--- src/logic/pdf_pkg.sv ---
// constants for the pin-controlled power-down freeze block
// assumes a single 250 MHz clock domain and synchronous pin inputs
package pdf_pkg;
   // pin group width of the frozen user path
   localparam int unsigned PDF_WIDTH = 16;
   // clock period in picoseconds
   localparam int unsigned CLK_PERIOD_PS = 4000;
   // least time the controller keeps pins valid before sleep, ns
   localparam int unsigned INPUT_VALID_BEFORE_SLEEP_NS = 15;
   // longest time before sampling stops after sleep rises, ns
   localparam int unsigned INPUT_RELEASE_AFTER_SLEEP_NS = 25;
   // longest time from sleep falling to valid outputs, us
   localparam int unsigned WAKE_TO_OUTPUT_VALID_US = 1;
   // least time rounds up
   localparam int unsigned INPUT_VALID_CYC =
      (INPUT_VALID_BEFORE_SLEEP_NS * 1000 + CLK_PERIOD_PS - 1) / CLK_PERIOD_PS;
   // longest times round down
   localparam int unsigned STOP_MAX_CYC =
      (INPUT_RELEASE_AFTER_SLEEP_NS * 1000) / CLK_PERIOD_PS;
   localparam int unsigned WAKE_MAX_CYC =
      (WAKE_TO_OUTPUT_VALID_US * 1000000) / CLK_PERIOD_PS;
   // recovery length actually used, well inside the limit
   localparam logic [7:0] WAKE_CYC = 8'h08;
   localparam logic [7:0] WAKE_CNT_RST = 8'h00;
   // value of the held paths after reset
   localparam logic [PDF_WIDTH-1:0] HOLD_RST = 16'h0000;
   // power-down sequencing states
   typedef enum logic [1:0] {
      PDF_RUN,
      PDF_SLEEP,
      PDF_WAKE
   } pdf_state_e;
endpackage
--- src/logic/pdf_freeze.sv ---
// power-down freeze sequencer between the pins and the user logic core
// assumes the core stalls its registers while core_hold_o is high
// What this block does
// - with the option on, a high sleep request pin means power-down.
// - in power-down all state and outputs are captured and held unchanged.
// - outputs tristated when power-down begins stay tristated throughout.
// - in power-down every input except the sleep pin is blocked.
// - pin hold latches stay active so pins keep a defined level.
// - with the option on, the sleep pin reaches the core logic only in the first cycle after reset release, before the option is caught.
// - the sleep pin's macrocell outputs remain usable by other logic.
// - sampling of inputs stops within 25 ns after sleep rises.
// - after sleep falls, valid operation returns within 1 us.
`timescale 1ns/1ps
`default_nettype none
module pdf_freeze (
   input  wire logic                         clk_i,
   input  wire logic                         rst_i,
   input  wire logic                         pd_option_i,
   input  wire logic                         sleep_request_pin_i,
   input  wire logic [pdf_pkg::PDF_WIDTH-1:0] pin_in_i,
   input  wire logic [pdf_pkg::PDF_WIDTH-1:0] core_out_i,
   input  wire logic [pdf_pkg::PDF_WIDTH-1:0] core_oe_i,
   output var  logic [pdf_pkg::PDF_WIDTH-1:0] to_core_o,
   output var  logic [pdf_pkg::PDF_WIDTH-1:0] pin_out_o,
   output var  logic [pdf_pkg::PDF_WIDTH-1:0] pin_oe_o,
   output var  logic                         sleep_in_core_o,
   output var  logic                         core_hold_o,
   output var  logic                         pd_active_o,
   output var  logic                         ready_o
);
   import pdf_pkg::*;

   localparam int A_STOP_MAX = 2;

   pdf_state_e      state_reg;
   pdf_state_e      state_next;
   logic [7:0]      wake_cnt_reg;
   logic [7:0]      wake_cnt_next;
   logic            opt_reg;
   logic            opt_cap_reg;
   logic [2*PDF_WIDTH-1:0] out_pair;

   // build option caught once after reset release, a strap not a control
   always_ff @(posedge clk_i or posedge rst_i) begin
      if (rst_i) begin
         opt_reg     <= 1'b0;
         opt_cap_reg <= 1'b0;
      end else if (!opt_cap_reg) begin
         opt_reg     <= pd_option_i;
         opt_cap_reg <= 1'b1;
      end
   end

   // next state and recovery count
   always_comb begin
      state_next    = state_reg;
      wake_cnt_next = wake_cnt_reg;
      case (state_reg)
         PDF_RUN: begin
            if (opt_reg && sleep_request_pin_i) begin
               state_next = PDF_SLEEP;
            end
         end
         PDF_SLEEP: begin
            wake_cnt_next = WAKE_CNT_RST;
            if (!sleep_request_pin_i) begin
               state_next = PDF_WAKE;
            end
         end
         PDF_WAKE: begin
            if (sleep_request_pin_i) begin
               state_next = PDF_SLEEP;
            end else if (wake_cnt_reg == WAKE_CYC - 8'h01) begin
               state_next = PDF_RUN;
            end else begin
               wake_cnt_next = wake_cnt_reg + 8'h01;
            end
         end
         default: begin
            state_next = PDF_RUN;
         end
      endcase
   end

   // sequencing state
   always_ff @(posedge clk_i or posedge rst_i) begin
      if (rst_i) begin
         state_reg    <= PDF_RUN;
         wake_cnt_reg <= WAKE_CNT_RST;
      end else begin
         state_reg    <= state_next;
         wake_cnt_reg <= wake_cnt_next;
      end
   end

   // status flags follow the next state so they line up with state_reg
   always_ff @(posedge clk_i or posedge rst_i) begin
      if (rst_i) begin
         core_hold_o <= 1'b0;
         pd_active_o <= 1'b0;
         ready_o     <= 1'b1;
      end else begin
         core_hold_o <= (state_next != PDF_RUN);
         pd_active_o <= (state_next == PDF_SLEEP);
         ready_o     <= (state_next == PDF_RUN);
      end
   end

   // sleep pin kept off the core while the option is on, passed to it when the option is off
   always_ff @(posedge clk_i or posedge rst_i) begin
      if (rst_i) begin
         sleep_in_core_o <= 1'b0;
      end else begin
         sleep_in_core_o <= opt_reg ? 1'b0 : sleep_request_pin_i;
      end
   end

   // input blocking, hold latches; sampling stops one edge after
   // the sleep sample, well inside the allowed window
   // input sampling stops
   pdf_hold_latch #(
      .W       (PDF_WIDTH),
      .RST_VAL (HOLD_RST)
   ) u_in_hold (
      .clk_i     (clk_i),
      .rst_i     (rst_i),
      .hold_i    (state_reg != PDF_RUN),
      .d_i       (pin_in_i),
      .q_o       (to_core_o)
   );

   // outputs held, tristate kept with its enable
   // macrocell outputs of the sleep pin still pass normally
   pdf_hold_latch #(
      .W       (2 * PDF_WIDTH),
      .RST_VAL ({HOLD_RST, HOLD_RST})
   ) u_out_hold (
      .clk_i     (clk_i),
      .rst_i     (rst_i),
      .hold_i    (state_reg != PDF_RUN),
      .d_i       ({core_oe_i, core_out_i}),
      .q_o       (out_pair)
   );

   assign pin_out_o = out_pair[PDF_WIDTH-1:0];
   assign pin_oe_o  = out_pair[2*PDF_WIDTH-1:PDF_WIDTH];
endmodule
`default_nettype wire

--- src/logic/pdf_hold_latch.sv ---
// per-bit hold register: loads while open, keeps its value while held
// assumes hold_i comes from a flip-flop of the same clock
`timescale 1ns/1ps
`default_nettype none
module pdf_hold_latch #(
   parameter int unsigned    W       = 16,
   parameter logic [W-1:0]   RST_VAL = '0
) (
   input  wire logic         clk_i,
   input  wire logic         rst_i,
   input  wire logic         hold_i,
   input  wire logic [W-1:0] d_i,
   output var  logic [W-1:0] q_o
);
   // one keeper per bit so a pin never floats to an undefined level
   // reset value is a parameter so the async branch stays constant
   genvar g;
   generate
      for (g = 0; g < W; g++) begin : g_bit
         always_ff @(posedge clk_i or posedge rst_i) begin
            if (rst_i) begin
               q_o[g] <= RST_VAL[g];
            end else if (!hold_i) begin
               q_o[g] <= d_i[g];
            end
         end
      end
   endgenerate
endmodule
`default_nettype wire

--- config.mk ---
export PLATFORM = sky130hd
export DESIGN_NAME = pdf_freeze
export DESIGN_NICKNAME = d
export VERILOG_FILES = /design/src/logic/pdf_pkg.sv /design/src/logic/pdf_freeze.sv /design/src/logic/pdf_hold_latch.sv
export SDC_FILE = /design/constraint.sdc
export NUM_CORES = 1
export LEC_CHECK = 0
export BUFFER_PORTS_ARGS = -buffer_cell sky130_fd_sc_hd__buf_2
export CAP_MARGIN = 20
export CORE_MARGIN = 4
export CORE_UTILIZATION = 39
export CTS_CLUSTER_DIAMETER = 100
export DETAILED_ROUTE_END_ITERATION = 7
export PLACE_DENSITY = 0.76
export SLEW_MARGIN = 5
export SYNTH_ARGS = -nofsm -noshare
export SYNTH_HDL_FRONTEND = slang
export SYNTH_SLANG_ARGS = --single-unit
--- constraint.sdc ---
create_clock -name clk_i -period 3 [get_ports clk_i]
set_input_delay 0.3 -clock clk_i [delete_from_list [all_inputs] [get_ports clk_i]]
set_output_delay 0.3 -clock clk_i [all_outputs]
set_load 0.03 [all_outputs]
==> results of run 1 <==
## stage by stage
stage               std cells  total power [mW]
floorplan                 179              1.66
global placement          353              1.87
detailed placement        353              1.89
CTS                       370              2.74
global route              370              2.84
finish                    370              2.69
## cell type report
cell class	count	area, um2
fillers	554	2980
multi-input cells	104	930
inverters	3	11.3
well taps	77	96.3
repair buffers	106	541
flip-flops and latches	64	1600
clock inverters	5	78.8
clock buffers	11	151
## kinds of logic after synthesis
group,synth area share
simple gates,0.0755
other cells,0.00145
compound gates,0.0576
buf+inv,0.0228
fa+ha+maj,0.00484
mux,0.217
flops,0.620
## per-layer routing
metal,routed length [um],GRT usage
met5,0,0
met4,44,0.0528
met3,468,0.0535
met2,2530,0.219
met1,2130,0.161
## worst paths after layout
kind | from | endpoint | slack, ns
worst max-delay path | state_reg[0] | u_out_hold.q_o[26] | 1.18
worst min-delay path | pin_in_i[12] | u_in_hold.q_o[12] | 0.19
worst max register to register | state_reg[0] | u_out_hold.q_o[26] | 1.18
worst min register to register | opt_cap_reg | opt_reg | 0.50
max in group asynchronous | rst_i | u_out_hold.q_o[5] | 1.61
min in group asynchronous | rst_i | u_in_hold.q_o[10] | 0.48
## cell usage in the layout (no fill, tap or decap), drive strengths merged, types with 4 or more instances in the layout
master and n:
nor2 4, nor2b 4, mux2 49, nand2 5
buf 105, dfrtp 63, nand3 8, clkbuf 11
## power breakdown
group	total, mW	switching, mW	internal (mW)
logic	0.756	0.475	0.281
clock network	0.830	0.318	0.512
registers	1.10	0.0850	1.02
total	2.69	0.878	1.81
## worst max-delay path, stage by stage, from the launching register on
cell	delay, ns
dfrtp_1	0.60
nor2_4	0.18
buf_4	0.48
mux2_2	0.40
## repair_timing
item | CTS | global route
hold buffers | 1 | 0
resized for setup | 0 | 0
endpoints found under the hold margin | 15 | 0
==> impl_metrics.yaml, run 1 <==
power_and_ir_drop:
  cellPowerDensity_nw_per_um2: 788
  p_leak_nw: 1.63
  irDropWorstVdd_uv: 498
synth:
  yosys_warnings: 0
  synth_top_area_share: 0.610
  synth_ff_type: "dfrtp_1"
  synth_common_cells: "dfrtp_1, mux2_2, nand3_1, buf_2, nand2_1"
  yosysMostFrequentCell: "dfrtp_1"
  synth.cell_area_um2: 2580
  async_flop_share: 1.00
  ys_types: 35
  ys_seq_area_frac: 0.620
  synth_edf_count: 0
  yosysTopAreaCell: "dfrtp_1"
  synth_area_leaders: "dfrtp_1, mux2_2, nand3_1, dfstp_2, o311ai_0"
  ys_seq_elements: 64
  postSynthCellCount: 179
  synth_nets: 232
  avgSynthCellArea_um2: 14.4
timing:
  hold_violations: 0
  post-route-min-period_ns: 1.82
  worst-slew-pin-transition_ns: 0.592
  post-route-period-util: 0.608
  skew_ns: 0.00563
  setup_violations: 0
  max_slew_margin: 0.605
  fin_hold_ws_ns: 0.195
  fin_setup_tns_ns: 0
  slew_violations: 0
  rsz0062_at_grt: "false"
  layout_setup_ws_ns: 1.18
  maxClockFrequency_mhz: 548
placed_design:
  port_buffers: 103
  placed_area_um2: 3170
  hpwl_um: 3700
  detailedPlace.worstSlack_ns: 1.16
  gp_congestion: 0.715
clocking:
  cts_root_buf: "clkbuf_8"
  cts_made_buffers: 9
  tritoncts: "yes"
  path_clk_slew_ns: 0.07
  htree_levels: 3
  post_cts_buffers: 0
  clk_latency_ns: 0.33
  clock_sinks: 64
  cts_buffer_depth: 2
finish:
  nNetsFinal: 341
  largest_register_ffs: 32
  finish.utilization: 0.534
  final_area_um2: 3410
  diodes: 0
  drive_above_1_share: 0.611
  areaGrowthSynthToFinish_pct: 32.0
detailed_routing:
  ant_nets: 0
  via_per_inst: 4.84
  wirelength_um: 5180
  dr.pass1.iters: 4
  drtIter0Drc: 21
  vias: 1790
  wire_per_inst_um: 14.0
  route.detailed.drc: 0
critical_path:
  end_kind: "register"
  setup.worst_path.class: "register to register"
  required_ns: 3.21
  cp-start-kind: "register"
  r2r.worst_path.cells: 3
  critPathMaxFanout: 48
  crit_arrival_ns: 2.03
floorplan:
  die_y_um: 89.4
  start_util: 0.405
  ios: 104
  rows: 29
  die_x_um: 89.4
  die_area_um2: 7990
  core_um2: 6390
global_routing:
  grt_pass1_wl_um: 8190
  grt_usage: 0.135
  grt-ovfl-total: 0
  grt_pass1_vias: 1771
  antenna_found_initial: 0
  grt_max_degree: 49
flow_run:
  max_cap_violations: 0
worst_hold_path:
  hp-class: "primary input to register"
  holdPathStages: 2
status:
  outcome: "complete, no violations"
Note: power is estimated with default switching activity, not from simulation.
==> run 2: changes to the inputs <==
Settings changed: PLACE_DENSITY 0.76 to 0.78.
Clock period 3 ns to 1.65 ns, I/O delays scaled along.
==> impl_metrics.yaml, run 2 (same netlist as run 1, synthesis figures left out) <==
status:
  outcome: "complete, no violations"
global_routing:
  antenna_found_initial: 0
  grt_pass1_wl_um: 8190
  grt_pass1_vias: 1804
  grt_usage: 0.135
  grt-ovfl-total: 0
  grt_max_degree: 41
critical_path:
  setup.worst_path.class: "register to register"
  required_ns: 1.86
  crit_arrival_ns: 1.77
  cp-start-kind: "register"
  path_buf_inv: 0
  r2r_slack_ns: 0.09
  max_stage_delay_ns: 0.45
  critPathMaxFanout: 8
  slowest_stage: "dfrtp_1"
  crit_chain: "nor4_2 -> nand3_2 -> a21o_1 -> o221a_1"
  end_kind: "register"
  critPathTopFamily: "simple AND/OR/NAND/NOR gates"
power_and_ir_drop:
  cellPowerDensity_nw_per_um2: 1390
  irDropWorstVdd_uv: 962
  power_mw: 4.80
  p_leak_nw: 1.65
clocking:
  ctsResizeCount: 0
  clock_sinks: 64
  cts_root_buf: "clkbuf_8"
  cts_buffer_depth: 2
  post_cts_buffers: 0
  clk_latency_ns: 0.32
  htree_levels: 3
  cts_made_buffers: 9
  path_clk_slew_ns: 0.07
  tritoncts: "yes"
placed_design:
  hpwl_um: 4080
  port_buffers: 103
  placed_area_um2: 3230
  gp_congestion: 0.868
timing:
  maxClockFrequency_mhz: 642
  rsz0062_at_grt: "false"
  slew_violations: 0
  fin_setup_tns_ns: 0
  skew_ns: 0.00551
  fin_hold_ws_ns: 0.0647
  post-route-period-util: 0.944
  setup_violations: 0
  post-route-min-period_ns: 1.56
  hold_violations: 0
worst_hold_path:
  hp-class: "primary input to register"
floorplan:
  rows: 29
  die_area_um2: 7990
  start_util: 0.405
  die_y_um: 89.4
  die_x_um: 89.4
  ios: 104
  core_um2: 6390
detailed_routing:
  wirelength_um: 5290
  ant_nets: 0
  wire_per_inst_um: 14.1
  route.detailed.drc: 0
  drtIter0Drc: 51
  via_per_inst: 4.89
  dr.pass1.iters: 3
  vias: 1832
finish:
  layout_common_cells: "buf_2, dfrtp_1, mux2_2"
  final_common_cell: "buf_2"
  diodes: 0
  largest_register_ffs: 32
  drive_above_1_share: 0.611
  nNetsFinal: 347
  final_area_um2: 3440
  finish.utilization: 0.539
  areaGrowthSynthToFinish_pct: 33.3
flow_run:
  max_cap_violations: 0
-- run 2: area by class of cell --
| class | instances | area (um2) |
|---|---|---|
| clock buffer | 11 | 131 |
| clock inverter | 4 | 70.1 |
| tap | 77 | 96.3 |
| fill | 550 | 2940 |
| sequential | 64 | 1600 |
| multi-input combinational | 104 | 930 |
| inverter | 3 | 15.0 |
| timing repair buffer | 112 | 598 |
-- run 2: path summary, 6_finish.rpt --
check,start,to,depth (start not counted)
setup / recovery,wake_cnt_reg[4],core_hold_o,4
hold / removal,pin_in_i[10],u_in_hold.q_o[10],2
setup reg to reg,wake_cnt_reg[4],core_hold_o,4
hold reg to reg,u_out_hold.q_o[11],u_out_hold.q_o[11],1
max in group asynchronous,rst_i,ready_o,4
min in group asynchronous,rst_i,u_in_hold.q_o[13],3
-- run 2: metal layers --
metal  global-route usage  routed length, um  vias to the layer above
met5                    0                  0                        -
met4               0.0528                 44                        0
met3               0.0415                404                        6
met2                0.228               2690                       62
met1                0.161               2150                      886
li1                     -                  -                      878
-- run 2: power breakdown --
group / leakage [nW] / total, mW / switching, mW / internal [mW]
sequential: 0.767 / 2.00 / 0.146 / 1.85
clock: 0.103 / 1.37 / 0.534 / 0.838
combinational: 0.779 / 1.43 / 0.886 / 0.540
-- run 2: repair_timing --
| action | CTS | global route |
|---|---|---|
| endpoints found under the setup margin | 0 | 0 |
| hold endpoints to repair | 17 | 0 |
| hold buffers | 1 | 0 |
-- run 2: per-stage QoR --
step	worst slack [ns]	std cells
3_5_place_dp	0.113	359
6_report	0.0920	375
3_3_place_gp	0.172	359
2_1_floorplan	0.216	179
4_1_cts	0.0887	375
5_1_grt	0.00483	375
==> run 3: changes to the inputs <==
Settings changed: BUFFER_PORTS_ARGS -buffer_cell sky130_fd_sc_hd__buf_2 to -buffer_cell sky130_fd_sc_hd__buf_4.
==> impl_metrics.yaml, run 3 (same netlist as run 1, synthesis figures left out) <==
status:
  outcome: "complete, no violations"
timing:
  fin_hold_ws_ns: 0.0565
  skew_ns: 0.00905
  rsz0062_at_grt: "false"
  hold_violations: 0
  setup_violations: 0
  post-route-min-period_ns: 1.54
  worst-slew-pin-transition_ns: 0.514
  max_slew_margin: 0.657
  layout_setup_ws_ns: 0.110
  post-route-period-util: 0.934
  fin_setup_tns_ns: 0
  maxClockFrequency_mhz: 649
  slew_violations: 0
critical_path:
  setup.worst_path.class: "register to register"
  critPathMaxFanout: 8
  cp-start-kind: "register"
  r2r_slack_ns: 0.11
  slowest_stage: "dfrtp_1"
  max_stage_delay_ns: 0.40
  required_ns: 1.86
  worstReg2RegStart: "wake_cnt_reg[1]"
  crit_chain: "ha_1 -> and2_1 -> nand3_2 -> a21o_1 -> o221a_1"
  crit_arrival_ns: 1.75
  end_kind: "register"
  r2r_end: "core_hold_o"
  r2r.worst_path.cells: 5
finish:
  multi_input_area_um2: 930
  drive_above_1_share: 0.621
  nFillCells: 543
  final_common_cell: "buf_4"
  largest_register_ffs: 32
  finish.utilization: 0.578
  layout_common_cells: "buf_4, dfrtp_1, mux2_2"
  diodes: 0
  nNetsFinal: 346
  regArea_um2: 1600
  areaGrowthSynthToFinish_pct: 42.8
clocking:
  htree_levels: 3
  path_clk_slew_ns: 0.07
  clk_latency_ns: 0.33
  cts_made_buffers: 9
  cts_buffer_depth: 2
  cts_root_buf: "clkbuf_8"
  post_cts_buffers: 0
  tritoncts: "yes"
  clock_sinks: 64
worst_hold_path:
  whs_endpoint: "u_out_hold.q_o[7]"
  hp-class: "primary input to register"
  holdPathStages: 2
  hp-start: "core_out_i[7]"
placed_design:
  port_buffers: 103
  gp_congestion: 0.859
  hpwl_um: 4290
  detailedPlace.worstSlack_ns: 0.131
floorplan:
  ios: 104
  core_um2: 6390
  die_x_um: 89.4
  die_y_um: 89.4
  start_util: 0.405
  rows: 29
  die_area_um2: 7990
detailed_routing:
  route.detailed.drc: 0
  vias: 1872
  drtIter0Drc: 16
  wire_per_inst_um: 15.2
  via_per_inst: 4.99
  wirelength_um: 5690
  ant_nets: 0
  dr.pass1.iters: 4
global_routing:
  antenna_found_initial: 0
  grt_max_degree: 42
  grt-ovfl-total: 0
  grt_usage: 0.145
  grt_pass1_vias: 1954
  grt_pass1_wl_um: 8800
power_and_ir_drop:
  cellPowerDensity_nw_per_um2: 1340
  irDropWorstVdd_uv: 837
  p_leak_nw: 1.72
flow_run:
  max_cap_violations: 0
## run 3: cell types whose count changed in the layout (fill, tap and decap cells not counted), sizes merged
cell	change
buf	-1
clkbuf	-2
bufinv	-1
clkinv	+2
clkinvlp	+2
## run 3: layout make-up
| class | instances | area share |
|---|---|---|
| Tap cell | 77 | 0.0261 |
| Timing Repair Buffer | 111 | 0.230 |
| Multi-Input combinational cell | 104 | 0.252 |
| Inverter | 3 | 0.00407 |
| Clock inverter | 7 | 0.0197 |
| Clock buffer | 9 | 0.0336 |
| Sequential cell | 64 | 0.435 |
## run 3: worst max-delay path by stage
stage | from | endpoint | cells past startpoint
after detailed placement | wake_cnt_reg[4] | core_hold_o | 4
after global placement | wake_cnt_reg[4] | core_hold_o | 4
after global routing | wake_cnt_reg[1] | core_hold_o | 5
after CTS | wake_cnt_reg[1] | core_hold_o | 5
final | wake_cnt_reg[1] | core_hold_o | 5
after floorplan | state_reg[0] | u_in_hold.q_o[0] | 5
## run 3: critical path: cells and delay by family (launching register included)
family,cells,cell delay [ns]
and+or+nand+nor,2,0.37
DFF,1,0.40
adders and majority gates,1,0.20
AOI/OAI and AO/OA,2,0.47
## run 3: per-stage QoR
stage	cells	cell area [um2]	power, mW
after floorplan	179	2590	3.02
after global placement	358	3480	3.64
after detailed placement	358	3480	3.68
after CTS	375	3690	5.02
after global routing	375	3690	5.18
final	375	3690	4.94
## run 3: power by group
part	switching (mW)	leakage (nW)	total, mW	internal, mW
Combinational	0.896	0.863	1.62	0.722
Sequential	0.164	0.766	2.02	1.85
Clock	0.605	0.0952	1.30	0.696
Total	1.66	1.72	4.94	3.27
## run 3: what timing repair did
action	4_1_cts	5_1_grt
resized for setup	0	1
hold endpoints to repair	40	0
endpoints found under the setup margin	0	1
hold buffers	1	0
## run 3: layer usage
metal	vias up	global-route usage	wire (um)
met5	-	0	0
met4	0	0.0528	68
met3	10	0.0553	506
met2	66	0.245	2930
met1	918	0.167	2190
li1	878	-	-
